==> src/verilog/uart_status_pkg.sv <==
// Shared constants, register map and carrier types for the serial status block
package uart_status_pkg;

  // Timing: bus clock and line rate, sixteen sample ticks per bit
  localparam int unsigned CLK_HZ     = 20_000_000;
  localparam int unsigned BAUD_HZ    = 9_600;
  localparam int unsigned OVERSAMPLE = 16;
  localparam int unsigned OS_DIV     = CLK_HZ / (BAUD_HZ * OVERSAMPLE);
  localparam logic [7:0]  OS_DIV_LAST = 8'(OS_DIV - 1);

  // Register byte addresses on the APB
  localparam logic [11:0] ADDR_STATUS = 12'h000;
  localparam logic [11:0] ADDR_DATA   = 12'h004;
  localparam logic [11:0] ADDR_CTRL   = 12'h008;

  // Status bit positions
  localparam int FLAG_TX_EMPTY = 7;
  localparam int FLAG_TX_DONE  = 6;
  localparam int FLAG_RX_FULL  = 5;
  localparam int FLAG_IDLE     = 4;
  localparam int FLAG_OVR      = 3;
  localparam int FLAG_NOISE    = 2;
  localparam int FLAG_FRAMING  = 1;
  localparam int FLAG_PARITY   = 0;

  localparam logic [7:0] FLAGS_RESET = 8'hC0;
  localparam logic [7:0] CTRL_RESET  = 8'h00;

  // Sample points within a bit (sample tick index 0..15)
  localparam logic [3:0] RT_S3   = 4'h3;
  localparam logic [3:0] RT_S5   = 4'h5;
  localparam logic [3:0] RT_S7   = 4'h7;
  localparam logic [3:0] RT_D0   = 4'h8;
  localparam logic [3:0] RT_VOTE = 4'hA;
  localparam logic [3:0] START_RT = 4'h1;

  // Frame lengths: data bits and whole character in bit times
  localparam logic [3:0] DATA_BITS_SHORT = 4'h8;
  localparam logic [3:0] DATA_BITS_LONG  = 4'h9;
  localparam logic [3:0] CHAR_BITS_SHORT = 4'hA;
  localparam logic [3:0] CHAR_BITS_LONG  = 4'hB;
  localparam int         START_MAJORITY  = 4;

  typedef struct packed {
    logic tx_buffer_empty_flag;
    logic tx_done_flag;
    logic rx_buffer_full_flag;
    logic line_idle_flag;
    logic overrun_flag;
    logic noise_flag;
    logic framing_flag;
    logic parity_flag;
  } flags_t;

  typedef struct packed {
    logic tx_bit8;
    logic quiet_count_type;
    logic length_sel;
    logic parity_odd;
    logic parity_enable;
    logic rx_full_irq_enable;
    logic tx_enable;
    logic break_queue;
  } ctrl_t;

  typedef enum logic [1:0] {RX_IDLE, RX_START, RX_DATA, RX_STOP} rx_state_t;

endpackage

==> src/verilog/uart_tx_shifter.sv <==
// Transmit shifter: sends one prepared frame LSB first at one bit per sixteen ticks
`timescale 1ns/1ps
module uart_tx_shifter (
  input  wire logic        pclk,
  input  wire logic        presetn,
  input  wire logic        os_tick,
  input  wire logic        start,
  input  wire logic [10:0] frame,
  input  wire logic [3:0]  nbits,
  output logic             txd,
  output logic             busy
);

  localparam logic [3:0] TICK_LAST = 4'(uart_status_pkg::OVERSAMPLE - 1);

  logic [10:0] shift_q;
  logic [3:0]  left_q;
  logic [3:0]  tick_q;
  logic        busy_q;
  logic        txd_q;

  always_ff @(posedge pclk or negedge presetn) begin
    if (!presetn) begin
      shift_q <= 11'h7FF;
      left_q  <= 4'h0;
      tick_q  <= 4'h0;
      busy_q  <= 1'b0;
      txd_q   <= 1'b1;
    end else if (start && !busy_q) begin
      shift_q <= frame;
      left_q  <= nbits;
      tick_q  <= 4'h0;
      busy_q  <= 1'b1;
      txd_q   <= frame[0];
    end else if (busy_q && os_tick) begin
      tick_q <= tick_q + 4'h1;
      if (tick_q == TICK_LAST) begin
        // Line idles high once the last bit has had its full time
        shift_q <= {1'b1, shift_q[10:1]};
        left_q  <= left_q - 4'h1;
        txd_q   <= (left_q == 4'h1) ? 1'b1 : shift_q[1];
        busy_q  <= (left_q != 4'h1);
      end
    end
  end

  assign txd  = txd_q;
  assign busy = busy_q;

endmodule

==> src/verilog/uart_status_flags.sv <==
// Serial interface status flags, receiver sampling and APB register slave
//
// Summary of operation
// - Status register is read-only; writes ignored, flags cleared by access sequences.
// - Transmit-empty flag sets at reset and when buffer moves to shifter.
// - Status read seeing transmit-empty, then data write, clears it.
// - Done flag sets at reset and when buffer empty and nothing sending.
// - Armed done flag clears on data write, enable rise or break write.
// - Receive-full sets when a character moves into the receive data register.
// - Status read seeing receive-full, then data read, clears it.
// - Idle flag sets after line high one character time, 10 or 11 bits.
// - Quiet type zero counts idle bits right after the start bit.
// - Quiet type one counts idle bits only after the stop bit.
// - Idle clears by read sequence; sets again only after a new character.
// - Overrun sets when new character finds buffer full; new character dropped.
// - Status read seeing overrun, then data read, clears it.
// - Seven start samples, three per bit; disagreement sets noise with receive-full.
// - Status read then data read clears the noise flag.
// - Zero sampled at stop bit sets framing flag with receive-full.
// - Status read seeing framing, then data read, clears it.
// - Parity enabled and mismatched parity bit sets parity flag with receive-full.
// - Status read then data read clears the parity flag.
// - Length select one gives 9-bit characters, zero gives 8-bit.
// - Receive interrupt enabled raises request while receive-full is set.
//
// Design decisions made here: the placing of the registers and the APB register port.
`timescale 1ns/1ps
module uart_status_flags (
  input  wire logic        pclk,
  input  wire logic        presetn,
  input  wire logic        psel,
  input  wire logic        penable,
  input  wire logic        pwrite,
  input  wire logic [11:0] paddr,
  input  wire logic [31:0] pwdata,
  output logic      [31:0] prdata,
  output logic             pready,
  output logic             pslverr,
  input  wire logic        rxd,
  output logic             txd,
  output logic             irq
);

  function automatic logic is_mapped(input logic [11:0] addr);
    is_mapped = (addr == uart_status_pkg::ADDR_STATUS) ||
                (addr == uart_status_pkg::ADDR_DATA) ||
                (addr == uart_status_pkg::ADDR_CTRL);
  endfunction

  // Majority of three samples, with a mark when they do not all agree
  function automatic logic [1:0] vote3(input logic [2:0] s);
    vote3 = {~((&s) | ~(|s)), (s[0] & s[1]) | (s[1] & s[2]) | (s[0] & s[2])};
  endfunction

  uart_status_pkg::flags_t    flags_q;
  uart_status_pkg::flags_t    arm_q;
  uart_status_pkg::ctrl_t     ctrl_q;
  uart_status_pkg::ctrl_t     ctrl_wdata;
  uart_status_pkg::rx_state_t rx_state_q;

  logic [31:0] prdata_q;
  logic        pready_q;
  logic        pslverr_q;
  logic        irq_q;
  logic        apb_done;
  logic        status_rd;
  logic        data_rd;
  logic        data_wr;
  logic        ctrl_wr;
  logic        tx_en_rise;
  logic        brk_write;
  logic [31:0] read_mux;

  logic        rx_meta_q;
  logic        rx_sync_q;
  logic [7:0]  os_cnt_q;
  logic        os_tick;
  logic [3:0]  rt_q;
  logic [3:0]  bit_idx_q;
  logic [5:0]  samp_q;
  logic [8:0]  shift_q;
  logic        noise_acc_q;
  logic [3:0]  idle_cnt_q;
  logic        idle_armed_q;
  logic        done_q;
  logic [8:0]  rx_word_q;
  logic        done_noise_q;
  logic        done_framing_q;
  logic        done_parity_q;
  logic [8:0]  rx_data_q;
  logic [1:0]  bit_vote;
  logic [8:0]  rx_word;
  logic [3:0]  data_bits;
  logic [3:0]  char_bits;

  logic [8:0]  tx_buf_q;
  logic        pre_pend_q;
  logic        brk_pend_q;
  logic        brk_req;
  logic        tx_busy;
  logic        tx_go;
  logic        tx_take;
  logic [8:0]  tx_word;
  logic [10:0] tx_frame;

  logic        rx_occupied;
  logic        rx_load;
  logic        empty_clr;
  logic        done_clr;
  logic        done_set;
  logic        idle_set;

  // ---------------- APB slave: one wait state, answer registered ----------------
  assign apb_done   = psel & penable & pready_q;
  assign status_rd  = apb_done & ~pwrite & (paddr == uart_status_pkg::ADDR_STATUS);
  assign data_rd    = apb_done & ~pwrite & (paddr == uart_status_pkg::ADDR_DATA);
  assign data_wr    = apb_done &  pwrite & (paddr == uart_status_pkg::ADDR_DATA);
  assign ctrl_wr    = apb_done &  pwrite & (paddr == uart_status_pkg::ADDR_CTRL);
  assign ctrl_wdata = uart_status_pkg::ctrl_t'(pwdata[7:0]);
  assign tx_en_rise = ctrl_wr & ctrl_wdata.tx_enable & ~ctrl_q.tx_enable;
  assign brk_write  = ctrl_wr & ctrl_wdata.break_queue;

  always_comb begin
    read_mux = 32'h0000_0000;
    if (paddr == uart_status_pkg::ADDR_STATUS) begin
      read_mux[7:0] = flags_q;
    end else if (paddr == uart_status_pkg::ADDR_DATA) begin
      read_mux[8:0] = rx_data_q;
    end else if (paddr == uart_status_pkg::ADDR_CTRL) begin
      read_mux[7:0] = ctrl_q;
    end
  end

  always_ff @(posedge pclk or negedge presetn) begin
    if (!presetn) begin
      pready_q  <= 1'b0;
      pslverr_q <= 1'b0;
      prdata_q  <= 32'h0000_0000;
    end else begin
      pready_q  <= psel & penable & ~pready_q;
      pslverr_q <= psel & penable & ~pready_q & ~is_mapped(paddr);
      if (psel && penable && !pready_q && !pwrite) begin
        prdata_q <= read_mux;
      end
    end
  end

  always_ff @(posedge pclk or negedge presetn) begin
    if (!presetn) begin
      ctrl_q <= uart_status_pkg::ctrl_t'(uart_status_pkg::CTRL_RESET);
    end else if (ctrl_wr) begin
      ctrl_q <= ctrl_wdata;
    end
  end

  // Snapshot of what software saw; flags set after the read are not armed
  always_ff @(posedge pclk or negedge presetn) begin
    if (!presetn) begin
      arm_q <= uart_status_pkg::flags_t'(8'h00);
    end else if (status_rd) begin
      arm_q <= uart_status_pkg::flags_t'(prdata_q[7:0]);
    end else begin
      if (data_rd) begin
        arm_q.rx_buffer_full_flag <= 1'b0;
        arm_q.line_idle_flag      <= 1'b0;
        arm_q.overrun_flag        <= 1'b0;
        arm_q.noise_flag          <= 1'b0;
        arm_q.framing_flag        <= 1'b0;
        arm_q.parity_flag         <= 1'b0;
      end
      if (data_wr) begin
        arm_q.tx_buffer_empty_flag <= 1'b0;
      end
      if (data_wr || tx_en_rise || brk_write) begin
        arm_q.tx_done_flag <= 1'b0;
      end
    end
  end

  // ---------------- Receiver ----------------
  always_ff @(posedge pclk or negedge presetn) begin
    if (!presetn) begin
      rx_meta_q <= 1'b1;
      rx_sync_q <= 1'b1;
    end else begin
      rx_meta_q <= rxd;
      rx_sync_q <= rx_meta_q;
    end
  end

  always_ff @(posedge pclk or negedge presetn) begin
    if (!presetn) begin
      os_cnt_q <= 8'h00;
    end else begin
      os_cnt_q <= os_tick ? 8'h00 : os_cnt_q + 8'h01;
    end
  end

  assign os_tick   = (os_cnt_q == uart_status_pkg::OS_DIV_LAST);
  assign data_bits = ctrl_q.length_sel ? uart_status_pkg::DATA_BITS_LONG
                                       : uart_status_pkg::DATA_BITS_SHORT;
  assign char_bits = ctrl_q.length_sel ? uart_status_pkg::CHAR_BITS_LONG
                                       : uart_status_pkg::CHAR_BITS_SHORT;
  assign bit_vote  = vote3({samp_q[1:0], rx_sync_q});
  assign rx_word   = ctrl_q.length_sel ? shift_q : {1'b0, shift_q[8:1]};

  always_ff @(posedge pclk or negedge presetn) begin
    if (!presetn) begin
      rx_state_q     <= uart_status_pkg::RX_IDLE;
      rt_q           <= 4'h0;
      bit_idx_q      <= 4'h0;
      samp_q         <= 6'h00;
      shift_q        <= 9'h000;
      noise_acc_q    <= 1'b0;
      idle_cnt_q     <= 4'h0;
      done_q         <= 1'b0;
      rx_word_q      <= 9'h000;
      done_noise_q   <= 1'b0;
      done_framing_q <= 1'b0;
      done_parity_q  <= 1'b0;
    end else begin
      done_q <= 1'b0;
      if (os_tick) begin
        rt_q <= rt_q + 4'h1;
        unique case (rx_state_q)
          uart_status_pkg::RX_IDLE: begin
            if (!rx_sync_q) begin
              rx_state_q <= uart_status_pkg::RX_START;
              rt_q       <= uart_status_pkg::START_RT;
              samp_q     <= 6'h00;
              idle_cnt_q <= 4'h0;
            end else if (rt_q == uart_status_pkg::RT_VOTE && idle_cnt_q != char_bits) begin
              idle_cnt_q <= idle_cnt_q + 4'h1;
            end
          end
          uart_status_pkg::RX_START: begin
            if (rt_q == uart_status_pkg::RT_S3 || rt_q == uart_status_pkg::RT_S5 ||
                rt_q == uart_status_pkg::RT_S7 ||
                (rt_q >= uart_status_pkg::RT_D0 && rt_q < uart_status_pkg::RT_VOTE)) begin
              samp_q <= {samp_q[4:0], rx_sync_q};
            end
            if (rt_q == uart_status_pkg::RT_VOTE) begin
              // Detection sample was low; the other five plus this one decide
              if ($countones({samp_q, rx_sync_q}) >= uart_status_pkg::START_MAJORITY) begin
                rx_state_q <= uart_status_pkg::RX_IDLE;
              end else begin
                rx_state_q  <= uart_status_pkg::RX_DATA;
                noise_acc_q <= |{samp_q, rx_sync_q};
                bit_idx_q   <= 4'h0;
              end
            end
          end
          uart_status_pkg::RX_DATA: begin
            if (rt_q >= uart_status_pkg::RT_D0 && rt_q < uart_status_pkg::RT_VOTE) begin
              samp_q <= {samp_q[4:0], rx_sync_q};
            end
            if (rt_q == uart_status_pkg::RT_VOTE) begin
              shift_q     <= {bit_vote[0], shift_q[8:1]};
              noise_acc_q <= noise_acc_q | bit_vote[1];
              if (!ctrl_q.quiet_count_type) begin
                // Trailing ones of the character already count as quiet time
                idle_cnt_q <= bit_vote[0] ? idle_cnt_q + 4'h1 : 4'h0;
              end
              bit_idx_q <= bit_idx_q + 4'h1;
              if (bit_idx_q == data_bits - 4'h1) begin
                rx_state_q <= uart_status_pkg::RX_STOP;
              end
            end
          end
          uart_status_pkg::RX_STOP: begin
            if (rt_q >= uart_status_pkg::RT_D0 && rt_q < uart_status_pkg::RT_VOTE) begin
              samp_q <= {samp_q[4:0], rx_sync_q};
            end
            if (rt_q == uart_status_pkg::RT_VOTE) begin
              rx_state_q     <= uart_status_pkg::RX_IDLE;
              done_q         <= 1'b1;
              rx_word_q      <= rx_word;
              done_noise_q   <= noise_acc_q | bit_vote[1];
              done_framing_q <= ~bit_vote[0];
              done_parity_q  <= ctrl_q.parity_enable &
                                ((^rx_word) != ctrl_q.parity_odd);
              if (!ctrl_q.quiet_count_type && bit_vote[0]) begin
                idle_cnt_q <= idle_cnt_q + 4'h1;
              end else begin
                idle_cnt_q <= 4'h0;
              end
            end
          end
        endcase
      end
    end
  end

  // ---------------- Transmit launch ----------------
  assign brk_req = brk_pend_q | ctrl_q.break_queue;
  assign tx_go   = ctrl_q.tx_enable & ~tx_busy &
                   (brk_req | pre_pend_q | ~flags_q.tx_buffer_empty_flag);
  assign tx_take = tx_go & ~brk_req & ~pre_pend_q;

  always_comb begin
    tx_word = tx_buf_q;
    if (ctrl_q.parity_enable && ctrl_q.length_sel) begin
      tx_word[8] = (^tx_buf_q[7:0]) ^ ctrl_q.parity_odd;
    end else if (ctrl_q.parity_enable) begin
      tx_word[7] = (^tx_buf_q[6:0]) ^ ctrl_q.parity_odd;
    end
    if (brk_req) begin
      tx_frame = 11'h000;
    end else if (pre_pend_q) begin
      tx_frame = 11'h7FF;
    end else if (ctrl_q.length_sel) begin
      tx_frame = {1'b1, tx_word, 1'b0};
    end else begin
      tx_frame = {2'b11, tx_word[7:0], 1'b0};
    end
  end

  always_ff @(posedge pclk or negedge presetn) begin
    if (!presetn) begin
      tx_buf_q   <= 9'h000;
      pre_pend_q <= 1'b0;
      brk_pend_q <= 1'b0;
    end else begin
      if (data_wr) begin
        tx_buf_q <= {ctrl_q.tx_bit8, pwdata[7:0]};
      end
      if (tx_en_rise) begin
        pre_pend_q <= 1'b1;
      end else if (tx_go && !brk_req) begin
        pre_pend_q <= 1'b0;
      end
      if (brk_write) begin
        brk_pend_q <= 1'b1;
      end else if (tx_go) begin
        brk_pend_q <= 1'b0;
      end
    end
  end

  uart_tx_shifter u_tx (
    .pclk    (pclk),
    .presetn (presetn),
    .os_tick (os_tick),
    .start   (tx_go),
    .frame   (tx_frame),
    .nbits   (char_bits),
    .txd     (txd),
    .busy    (tx_busy)
  );

  // ---------------- Status flags: set wins over clear, except the done flag ----------------
  assign rx_occupied = flags_q.rx_buffer_full_flag & ~(arm_q.rx_buffer_full_flag & data_rd);
  assign rx_load     = done_q & ~rx_occupied;
  assign empty_clr   = arm_q.tx_buffer_empty_flag & data_wr;
  assign done_clr    = arm_q.tx_done_flag & (data_wr | tx_en_rise | brk_write);
  // The clearing event itself starts new activity, so it also blocks the set
  assign done_set    = flags_q.tx_buffer_empty_flag & ~empty_clr & ~tx_busy & ~tx_go &
                       ~pre_pend_q & ~brk_req & ~done_clr;
  assign idle_set    = idle_armed_q & (idle_cnt_q == char_bits);

  always_ff @(posedge pclk or negedge presetn) begin
    if (!presetn) begin
      flags_q <= uart_status_pkg::flags_t'(uart_status_pkg::FLAGS_RESET);
    end else begin
      flags_q.tx_buffer_empty_flag <= tx_take | (flags_q.tx_buffer_empty_flag & ~empty_clr);
      flags_q.tx_done_flag         <= done_set | (flags_q.tx_done_flag & ~done_clr);
      flags_q.rx_buffer_full_flag  <= rx_load | rx_occupied;
      flags_q.line_idle_flag       <= idle_set | (flags_q.line_idle_flag &
                                      ~(arm_q.line_idle_flag & data_rd));
      flags_q.overrun_flag         <= (done_q & rx_occupied) | (flags_q.overrun_flag &
                                      ~(arm_q.overrun_flag & data_rd));
      flags_q.noise_flag           <= (rx_load & done_noise_q) | (flags_q.noise_flag &
                                      ~(arm_q.noise_flag & data_rd));
      flags_q.framing_flag         <= (rx_load & done_framing_q) | (flags_q.framing_flag &
                                      ~(arm_q.framing_flag & data_rd));
      flags_q.parity_flag          <= (rx_load & done_parity_q) | (flags_q.parity_flag &
                                      ~(arm_q.parity_flag & data_rd));
    end
  end

  // Idle may fire once per received character, however long the line rests
  always_ff @(posedge pclk or negedge presetn) begin
    if (!presetn) begin
      idle_armed_q <= 1'b0;
      rx_data_q    <= 9'h000;
    end else begin
      if (rx_load) begin
        idle_armed_q <= 1'b1;
        rx_data_q    <= rx_word_q;
      end else if (idle_set) begin
        idle_armed_q <= 1'b0;
      end
    end
  end

  always_ff @(posedge pclk or negedge presetn) begin
    if (!presetn) begin
      irq_q <= 1'b0;
    end else begin
      irq_q <= flags_q.rx_buffer_full_flag & ctrl_q.rx_full_irq_enable;
    end
  end

  assign prdata  = prdata_q;
  assign pready  = pready_q;
  assign pslverr = pslverr_q;
  assign irq     = irq_q;
endmodule

==> config.mk <==
export PLATFORM = sky130hd
export DESIGN_NAME = uart_status_flags
export DESIGN_NICKNAME = d
export VERILOG_FILES = /design/src/verilog/uart_status_pkg.sv /design/src/verilog/uart_tx_shifter.sv /design/src/verilog/uart_status_flags.sv
export SDC_FILE = /design/constraint.sdc
export NUM_CORES = 1
export LEC_CHECK = 0
export BUFFER_PORTS_ARGS = -buffer_cell sky130_fd_sc_hd__clkbuf_2
export CAP_MARGIN = 0
export CORE_MARGIN = 2
export CORE_UTILIZATION = 58
export CTS_CLUSTER_SIZE = 25
export DETAILED_ROUTE_END_ITERATION = 12
export HOLD_SLACK_MARGIN = 0.08
export PLACE_DENSITY = 0.86
export REMOVE_ABC_BUFFERS = 1
export SLEW_MARGIN = 20
export SYNTH_ARGS = -nofsm -noshare
export SYNTH_HDL_FRONTEND = slang
export SYNTH_SLANG_ARGS = --single-unit
==> constraint.sdc <==
create_clock -name pclk -period 4.5 [get_ports pclk]
set_clock_uncertainty 0.2 [all_clocks]
set_input_delay 0.225 -clock pclk [delete_from_list [all_inputs] [get_ports pclk]]
set_output_delay 0.225 -clock pclk [all_outputs]
set_load 0.01 [all_outputs]
* Yosys cells after proc, flatten, opt, wreduce, memory -nomap -nowiden
Cells that the tools add are included.
Word-level totals: register bits 131, input port bits 50, output and inout port bits 36, logic and storage cells 305
Cells by class: add/subtract/negate cells 13, magnitude comparators 3, eq/ne operators 27, mux-type cells 72, bitwise gates (word level) 89, reduce and logical (&&, ||, !) cells 48
Operator list (count):
- two-way mux 4 bit | 17
- AND 1 bit | 49
- two-way mux 11 bit | 4
- two-way mux 8 bit | 5
- two-way mux 1 bit | 28
- two-way mux 6 bit | 4
- NOT 1 bit | 21
- two-way mux 10 bit | 2
- one-hot mux 6 bit (3 select lines) | 1
- nonzero test 2 bit | 9
- bitwise OR 1 bit | 17
- adder 4 x 1 -> 4 bit, second input constant | 4
- inequality test 2 bit, second input constant | 8
- == test 12 x 3 -> 1 bit, second input constant | 1
- == test 12 x 4 -> 1 bit, second input constant | 1
- logical NOT 12 bit | 1
- two-way mux 2 bit | 6
- one-hot mux 4 bit (3 select lines) | 1
- AND reduction 6 bit | 2
- logical AND 1 bit | 10
- two-way mux 9 bit | 1
- AND reduction 3 bit | 3
- XOR reduction 9 bit | 1
- adder 8 x 1 -> 8 bit, second input constant | 1
- 37 further kinds | 55

* Logic depth before layout (Yosys ltp)
Gate-level depths: netlist of the first run.
word-level depth 13, mapped depth 10

* Modules after synthesis
A second synthesis of the first run with hierarchy kept.
Unflattened totals: cell total of the unflattened synthesis 641, area, all modules 6744.0 µm²
Modules (own cells, without submodules):
- uart_status_flags | times used 1, cells each 529, area each 5610.4 µm², sequential area each 2757.6 µm²
- uart_tx_shifter | times used 1, cells each 112, area each 1133.6 µm², sequential area each 514.2 µm²

* Least setup slack after synthesis of the first run
OpenSTA, ideal clock, no wires.
path kind flip-flop to flip-flop, from register rx_sync_q, to register bit_idx_q[0], library setup time 0.125 ns, data arrival time 2.757 ns, required time 4.175 ns, slack 1.419 ns, cell stages (with the launch flop) 10, buffers on the path 0, clock period less this slack 3.081 ns, path through dfstp_2 -> fa_1 -> inv_1 -> fa_1 -> inv_1 -> ha_1 -> a21o_1 -> a211oi_1 -> o21ai_0 -> mux2_2
On the way: cells in the longest elaborated chain, start to end 6
Ends and longest elaborated chain:
- start: declaration | RTL line uart_status_flags.sv:75 | logic rx_sync_q;
- start signal: assignment | RTL line uart_status_flags.sv:187 | rx_sync_q <= rx_meta_q;
- adder 1 x 1 -> 2 bit (not written as such) | RTL line uart_status_flags.sv:244 | if ($countones({samp_q, rx_sync_q}) >= uart_status_pkg::START_MAJORITY) begin
- adder 2 x 2 -> 3 bit (not written as such) | RTL line uart_status_flags.sv:244
- adder 3 x 3 -> 4 bit (not written as such) | RTL line uart_status_flags.sv:244
- greater-or-equal comparator 4 x 3 -> 1 bit | RTL line uart_status_flags.sv:244
- inequality test 2 bit (no line)
- AND reduction 5 bit (no line)
- end signal: assignment | RTL line uart_status_flags.sv:264 | bit_idx_q <= bit_idx_q + 4'h1;
- end: declaration | RTL line uart_status_flags.sv:79 | logic [3:0] bit_idx_q;
Every way passes these cells. A chain may end at the register's enable or synchronous reset.

* Worst setup path after layout of the first run
Same ends and word-level chain as after synthesis.

==> qor.yml, run 1 <==
run_status:
  status: "completed"
placed_design:
  port_buffers: 38
  dp_cells: 780
  pre_cts_ws_ns: 1.05
  gp_congestion: 0.853
  dp_hpwl_mm: 9.40
timing:
  fin_crit_ns: 3.50
  relSlewSlack_pct: 36.9
  finalCritPeriodShare_pct: 77.7
  rsz0062_at_grt: "no"
  whs_ns: 0.120
  fin_tns_setup_ns: 0
  setup_viol: 0
  worst_pin_slew_ns: 0.939
  final_max_slew_viol_count: 0
  max_freq_mhz: 286
  finalHoldViolations: 0
  layout_setup_ws_ns: 1.00
detailed_routing:
  vias: 4921
  drt_iter0_drc: 448
  routed_via_density: 5.96
  wirelength_mm: 14.6
  wl_per_cell_um: 17.7
  drc: 0
  postRouteAntennaNets: 0
  firstDrtPassIters: 5
power_and_ir_drop:
  p_leak_nw: 3.45
  seqPwrFrac_pct: 45.6
  ir_worst_vdd_v: 0.000245
  swShare_pct: 21.3
  power_frac_clock_pct: 50.0
  pwr_density_cell_nw_per_um2: 353
  p_sw_uw: 562
  p_comb_share_pct: 4.4
  internal_power_mw: 2.08
final_layout:
  syn2layout_area_growth_pct: 14.3
  layout.nets: 741
  instances_no_fill: 826
  layout-drive-gt1-share_pct: 19.7
  antenna_cells: 0
job:
  cap_violations: 0
die:
  dieArea_um2: 12200
  core-area_um2: 10900
  rows: 38
  num_io_pins: 86
  start_util_pct: 59.9
  dieHeight_um: 110
  die_w_um: 110
clocking:
  cts_buffers: 17
  cts_resized: 0
  insertion_delay_ns: 0.42
  h-tree-depth: 4
  root_buffer: "clkbuf_16"
  cts_tree: "yes"
  clockBufferDepth: 2
  clock-sinks: 130
  clkSlewWorstSetupHoldPaths_ns: 0.05
worst_hold_path:
  worstHoldPathType: "primary input to register"
synthesis:
  yosysWarningCount: 0
  synth_area_um2: 6550
  yosysUniqueCellTypes: 68
  ys_ff_latch: 130
  syn_area_per_cell_um2: 10.6
  seq_area_frac_synth_pct: 49.9
  synthFlopType: "dfrtp_1"
  synth_cells: 619
  synthArstFlopShare_pct: 100
  synth_edf_count: 0
critical_path:
  critical_path_class: "register to register"
  cp_max_fo: 8
  crit_required_ns: 4.60
  timing.critical_path.arrival_ns: 3.59
  worstSetupStartpointType: "register"
  end_kind: "register"
global_route:
  grt_pass1_vias: 4914
  grt_antenna_before_repair: 0
  overflow: 0
  grt_max_degree: 55
  grt.total_usage_pct: 25.9
  grt_first_pass_wirelength_mm: 23.9
## path summary, 6_finish.rpt
path                            depth (start not counted)  startpoint  slack [ns]      endpoint
worst min-delay path                                    4        psel        0.12    flags_q[5]
worst max-delay path                                    9   rx_sync_q        1.00  bit_idx_q[0]
worst max register to register                          9   rx_sync_q        1.00  bit_idx_q[0]
max in group asynchronous                               3     presetn        2.63     samp_q[2]
min in group asynchronous                               2     presetn        0.16     rx_meta_q
worst min register to register                          0   rx_meta_q        0.16     rx_sync_q
## state kept, by name, summed over array words and instances (netlist names), 6 cells and up, named ones only
signal and cells:
ctrl_q 8, os_cnt_q 8, shift_q 9, prdata 9
u_tx.shift_q 10, flags_q 8, rx_data_q 9, rx_word_q 9
samp_q 6, tx_buf_q 9, arm_q 8
## cell type report
type	instances	area [um^2]
Timing Repair Buffer	60	398
Tap cell	140	175
Inverter	22	82.6
Clock buffer	24	482
Clock inverter	6	80.1
Multi-Input combinational cell	444	3000
Sequential cell	130	3270
Fill cell	770	3450
## layer usage
layer | routed length [um] | track usage (%) | part of all wire, %
met1 | 6130 | 33.1 | 42
met2 | 7390 | 41.8 | 51
met3 | 723 | 7.52 | 4.9
met4 | 376 | 10.2 | 2.6
met5 | 0 | 0 | 0
## logic make-up after synthesis
group / after synthesis / share of synthesized area, %
buffers and inverters: 67 / 5.57
adders and majority gates: 16 / 3.28
xor gates and xnor gates: 24 / 3.63
and+or+nand+nor: 196 / 15.2
muxes: 49 / 8.57
other: 1 / 0.0572
AOI/OAI and AO/OA: 136 / 13.7
DFF: 130 / 49.9
## through the flow
step | power (mW) | utilization (%) | cell area (um^2)
after floorplan | 1.26 | - | 6350
after global placement | 1.32 | 61.9 | 6770
after detailed placement | 1.33 | 61.9 | 6770
after CTS | 2.66 | 68.5 | 7490
after global routing | 2.73 | 68.5 | 7490
final | 2.64 | 68.5 | 7490
## cells in the mapped netlist, types with 6 or more instances
| cell | number | area, um^2 |
|---|---|---|
| a21oi_1 | 43 | 215 |
| a22o_1 | 14 | 123 |
| a22oi_1 | 8 | 60.1 |
| buf_2 | 9 | 45.0 |
| buf_4 | 23 | 173 |
| clkbuf_1 | 12 | 45.0 |
| dfrtp_1 | 115 | 2880 |
| dfstp_2 | 15 | 394 |
| ha_1 | 14 | 175 |
| inv_1 | 22 | 82.6 |
| mux2_2 | 33 | 372 |
| mux2_4 | 6 | 90.1 |
| mux2i_1 | 10 | 100 |
| nand2_1 | 48 | 180 |
| nand2b_1 | 11 | 68.8 |
| nand3_1 | 27 | 135 |
| nor2_1 | 53 | 199 |
| nor2b_1 | 9 | 56.3 |
| nor3_1 | 11 | 55.1 |
| o21ai_0 | 34 | 170 |
| xnor2_1 | 18 | 158 |
## what timing repair did
| action | in CTS | in global routing |
|---|---|---|
| setup buffers | 0 | 0 |
| hold endpoints to repair | 137 | 0 |
| hold buffers | 16 | 0 |
## layout by cell type (no fill, tap or decap), types with 4 or more instances in the layout
cell type and count:
clkbuf_16 17, nand3_1 27, nor3_1 11, buf_4 7, clkinv_2 4, a22oi_1 8, o21ai_0 34, dfstp_2 15
ha_1 14, and3_1 4, nand2_1 48, clkbuf_1 4, clkbuf_2 37, a22o_1 14, nand2b_1 11, mux2i_1 10
xor2_1 4, dlygate4sd3_1 16, dfrtp_1 115, nor2_1 53, nand4_1 4, nor2b_1 9, a21o_1 5, a21oi_1 43
xnor2_1 18, conb_1 23, mux2_4 6, inv_1 22, mux2_2 33
## power groups by stage
stage	clock network, mW	registers, mW	logic (mW)
floorplan	0	1.23	0.0343
global placement	0	1.22	0.100
detailed placement	0	1.22	0.104
CTS	1.34	1.20	0.117
global route	1.39	1.21	0.132
finish	1.32	1.20	0.116
## critical path, cell delays in order (launching register included)
cell,delay [ns]
dfstp_2,0.61
fa_1,0.42
inv_1,0.08
fa_1,0.41
inv_1,0.07
ha_1,0.22
a21o_1,0.18
a211oi_1,0.61
o21ai_0,0.27
mux2_2,0.32
Note: power is estimated with default switching activity, not from simulation.
==> inputs of run 2 (changes only) <==
- ABC_AREA: unset -> 1
- clock period: 4.5 -> 3.5 ns (I/O delays scaled with it)
==> qor.yml, run 2 <==
run_status:
  status: "completed"
final_layout:
  instances_no_fill: 1030
  layout.nets: 941
  layout-drive-gt1-share_pct: 12.0
  regMostFlops: "u_tx.shift_q"
  largest_reg_flops: 10
  layout_commonest_cell: "nand2_1"
  final_core_util_pct: 67.0
  syn2layout_area_growth_pct: 13.6
  layout_common_cells: "225 x nand2_1, 115 x dfrtp_1, 107 x inv_1, 81 x o21ai_0, 54 x nor2_1"
  antenna_cells: 0
  finalInstanceArea_um2: 7620
  fillers: 924
job:
  cap_violations: 0
detailed_routing:
  routed_via_density: 5.25
  wl_per_cell_um: 13.4
  vias: 5404
  postRouteAntennaNets: 0
  wirelength_mm: 13.8
  drc: 0
  firstDrtPassIters: 5
  drt_iter0_drc: 337
die:
  dieArea_um2: 12400
  start_util_pct: 59.0
  num_io_pins: 86
  dieHeight_um: 112
  core-area_um2: 11400
  rows: 39
  die_w_um: 112
placed_design:
  port_buffers: 38
  gp_congestion: 0.905
  dp_cells: 986
  place_area_um2: 6910
  pre_cts_ws_ns: 0.500
  dp_hpwl_mm: 9.53
clocking:
  cts_tree: "yes"
  insertion_delay_ns: 0.42
  h-tree-depth: 4
  cts_buffers: 17
  postCtsSetupRepairBufs: 0
  clkSlewWorstSetupHoldPaths_ns: 0.05
  cts_resized: 0
  clockBufferDepth: 2
  clock-sinks: 130
  root_buffer: "clkbuf_16"
  ctsHoldBuffers: 13
synthesis:
  yosys.area.top_type: "dfrtp_1"
  synth_commonest_cells: "225 x nand2_1, 115 x dfrtp_1, 107 x inv_1, 81 x o21ai_0, 54 x nor2_1"
  synthFlopType: "dfrtp_1"
  synthArstFlopShare_pct: 100
  synth_area_um2: 6710
  synth_edf_count: 0
  ys_ff_latch: 130
  yosysUniqueCellTypes: 43
  syn_area_per_cell_um2: 8.14
  synth_top_area_share_pct: 42.9
  yosysMostFrequentCell: "nand2_1"
  synth_cells: 824
  synth_area_leaders: "dfrtp_1 43%, nand2_1 13%, o21ai_0 6.0%, inv_1 6.0%, dfstp_2 5.9%"
  yosysWarningCount: 0
  seq_area_frac_synth_pct: 48.8
timing:
  setup_viol: 0
  rsz0062_at_grt: "no"
  finalHoldViolations: 0
  worst_pin_slew_ns: 0.707
  fin_tns_setup_ns: 0
  fin_crit_ns: 2.99
  max_freq_mhz: 334
  final_max_slew_viol_count: 0
  finalCritPeriodShare_pct: 85.6
  relSlewSlack_pct: 52.9
  layout_setup_ws_ns: 0.505
  whs_ns: 0.139
global_route:
  overflow: 0
  grt_antenna_before_repair: 0
  grt_pass1_vias: 5372
  grt.total_usage_pct: 24.0
  grt_first_pass_wirelength_mm: 24.2
  grt_max_degree: 78
critical_path:
  timing.rr.end: "noise_acc_q"
  timing.critical_path.arrival_ns: 3.12
  worstSetupStartpointType: "register"
  critical_path_class: "register to register"
  r2r_cells: 12
  end_kind: "register"
  ff2ff_setup_slack_ns: 0.51
  cp_max_fo: 8
  crit_required_ns: 3.62
  r2r_start: "samp_q[0]"
power_and_ir_drop:
  seqPwrFrac_pct: 45.5
  ir_worst_vdd_v: 0.000496
  internal_power_mw: 2.63
  pwr_density_cell_nw_per_um2: 436
  p_comb_share_pct: 2.7
  finalPower_mw: 3.32
  swShare_pct: 20.7
  power_frac_clock_pct: 51.7
  p_leak_nw: 3.84
  p_sw_uw: 689
worst_hold_path:
  worstHoldPathType: "primary input to async pin"
[run 2: logic make-up (layout without fill, tap and decap cells)]
kind of cell,count (synthesis),after routing,synth area share (%)
multiplexers,1,1,0.149
AO/OA/AOI/OAI,147,147,12.9
AND/OR/NAND/NOR,358,358,22.3
flip-flops,130,130,48.8
buffers and inverters,153,194,10.3
other,1,23,0.0559
XOR/XNOR,18,18,2.35
adder cells (fa/ha/maj),16,16,3.21
[run 2: power by group through the flow]
stage / Clock [mW] / Sequential [mW] / Combinational (mW)
finish: 1.72 / 1.51 / 0.0912
global route: 1.83 / 1.51 / 0.105
detailed placement: 0 / 1.54 / 0.0814
floorplan: 0 / 1.54 / 0.0245
CTS: 1.75 / 1.51 / 0.0928
global placement: 0 / 1.54 / 0.0809
[run 2: worst max-delay path by stage]
stage,from,end,slack (ns)
CTS,samp_q[0],noise_acc_q,0.51
global placement,samp_q[0],noise_acc_q,0.62
detailed placement,samp_q[0],noise_acc_q,0.50
floorplan,samp_q[0],noise_acc_q,0.73
global route,samp_q[0],noise_acc_q,0.20
finish,samp_q[0],noise_acc_q,0.51
[run 2: per-layer routing]
metal	wire length (um)	vias to the layer above	global-route usage [%]
li1	-	2722	-
met1	6300	2532	30.8
met2	6730	134	39.9
met3	607	16	6.70
met4	158	0	7.74
met5	0	-	0
[run 2: layout make-up]
class / count / area, um^2 / area share (%)
Inverter: 111 / 418 / 5.48
Clock buffer: 21 / 470 / 6.17
Multi-Input combinational cell: 563 / 2830 / 37.1
Timing Repair Buffer: 52 / 343 / 4.50
Clock inverter: 10 / 109 / 1.43
Tap cell: 143 / 179 / 2.35
Sequential cell: 130 / 3270 / 42.9
[run 2: worst max-delay path, cell delays in order, from the launching register on]
cell	delay [ns]
dfrtp_1	0.44
fa_1	0.52
inv_1	0.05
fa_1	0.47
inv_1	0.04
ha_1	0.26
nand2_1	0.07
inv_1	0.03
o21ai_0	0.19
nand2_1	0.08
nand2_1	0.07
o2111ai_2	0.22
o21ai_0	0.26
==> inputs of run 3 (changes only) <==
- ABC_CLOCK_PERIOD_IN_PS: unset -> 3500
- PLACE_DENSITY: 0.86 -> 0.8
==> qor.yml, run 3 (synthesis gave the netlist of run 2 again) <==
timing:
  rsz0062_at_grt: "no"
  layout_setup_ws_ns: 0.540
  relSlewSlack_pct: 51.0
  setup_viol: 0
  max_freq_mhz: 338
  finalCritPeriodShare_pct: 84.6
  finalHoldViolations: 0
  whs_ns: 0.154
  final_max_slew_viol_count: 0
  worst_pin_slew_ns: 0.735
  fin_tns_setup_ns: 0
  fin_crit_ns: 2.96
placed_design:
  dp_hpwl_mm: 9.21
  dp_cells: 986
  pre_cts_ws_ns: 0.534
  port_buffers: 38
  place_area_um2: 6910
  gp_congestion: 0.849
detailed_routing:
  routed_via_density: 5.24
  vias: 5391
  wirelength_mm: 13.6
  drt_iter0_drc: 338
  postRouteAntennaNets: 0
  firstDrtPassIters: 5
  wl_per_cell_um: 13.2
  drc: 0
global_route:
  grt_pass1_vias: 5167
  grt_first_pass_wirelength_mm: 23.9
  grt_antenna_before_repair: 0
  grt.total_usage_pct: 23.6
  grt_max_degree: 74
  overflow: 0
die:
  start_util_pct: 59.0
  dieHeight_um: 112
  dieArea_um2: 12400
  rows: 39
  num_io_pins: 86
  die_w_um: 112
  core-area_um2: 11400
worst_hold_path:
  worstHoldPathType: "register to register"
clocking:
  insertion_delay_ns: 0.41
  h-tree-depth: 4
  cts_buffers: 17
  clkSlewWorstSetupHoldPaths_ns: 0.06
  clock-sinks: 130
  root_buffer: "clkbuf_16"
  clockBufferDepth: 2
  cts_tree: "yes"
power_and_ir_drop:
  p_leak_nw: 3.84
  p_sw_uw: 687
  ir_worst_vdd_v: 0.000365
  p_comb_share_pct: 2.7
  pwr_density_cell_nw_per_um2: 448
  power_frac_clock_pct: 53.2
  seqPwrFrac_pct: 44.2
  swShare_pct: 20.1
  internal_power_mw: 2.74
final_layout:
  layout.nets: 941
  layout-drive-gt1-share_pct: 11.7
  largest_reg_flops: 10
  layout_common_cells: "225 x nand2_1, 115 x dfrtp_1, 107 x inv_1, 81 x o21ai_0, 54 x nor2_1"
  finalInstanceArea_um2: 7650
  layout_commonest_cell: "nand2_1"
  instances_no_fill: 1029
  antenna_cells: 0
  regMostFlops: "u_tx.shift_q"
  syn2layout_area_growth_pct: 13.9
critical_path:
  critical_path_class: "register to register"
  worstSetupStartpointType: "register"
  crit_required_ns: 3.58
  timing.critical_path.arrival_ns: 3.04
  end_kind: "register"
  cp_max_fo: 8
job:
  cap_violations: 0
run_status:
  status: "completed"
## run 3: power groups by stage
stage	logic (mW)	clock network [mW]	registers (mW)
floorplan	0.0245	0	1.54
CTS	0.0926	1.84	1.51
global placement	0.0807	0	1.54
global route	0.104	1.91	1.51
detailed placement	0.0812	0	1.54
finish	0.0910	1.82	1.51
## run 3: metal layers
layer	vias up	wire length (um)	global-route usage, %	share of wire [%]
li1	2710	-	-	-
met1	2526	6230	31.6	46
met2	138	6540	38.6	48
met3	17	630	5.50	4.6
met4	0	185	7.33	1.4
met5	-	0	0	0
## run 3: area by class of cell
| cell class | instances | area (um^2) |
|---|---|---|
| clock buffers | 20 | 447 |
| clock inverters | 10 | 159 |
| fillers | 911 | 3720 |
| inverters | 111 | 418 |
| multi-input cells | 563 | 2830 |
| flip-flops and latches | 130 | 3270 |
| well taps | 143 | 179 |
| repair buffers | 52 | 343 |
## run 3: through the flow
step / util, % / power, mW
after floorplan: - / 1.56
after global placement: 60.8 / 1.62
after detailed placement: 60.8 / 1.62
after CTS: 67.2 / 3.45
after global routing: 67.2 / 3.53
final: 67.2 / 3.42
## run 3: timing repair
| item | 4_1_cts | 5_1_grt |
|---|---|---|
| hold buffers | 13 | 0 |
| gates resized for setup | 0 | 0 |
| setup buffers | 0 | 0 |
| endpoints found under the hold margin | 89 | 0 |
## run 3: final timing paths
kind,end,slack [ns],cells past startpoint,start
worst max-delay path,bit_idx_q[2],0.54,13,samp_q[0]
worst min register to register,rx_sync_q,0.15,0,rx_meta_q
min in group asynchronous,rx_data_q[8],0.17,2,presetn
worst max register to register,bit_idx_q[2],0.54,13,samp_q[0]
worst min-delay path,rx_sync_q,0.15,0,rx_meta_q
max in group asynchronous,rx_sync_q,2.05,3,presetn
## run 3: critical path, cell delays in order (launching register included)
cell and delay, ns:
dfrtp_1 0.44, fa_1 0.52, inv_1 0.05, fa_1 0.47, inv_1 0.04, ha_1 0.26
nand2_1 0.07, inv_1 0.04, o21ai_0 0.18, nand2_1 0.07, nand2_1 0.07, o2111ai_2 0.22
nand2_1 0.12, o21ai_0 0.08
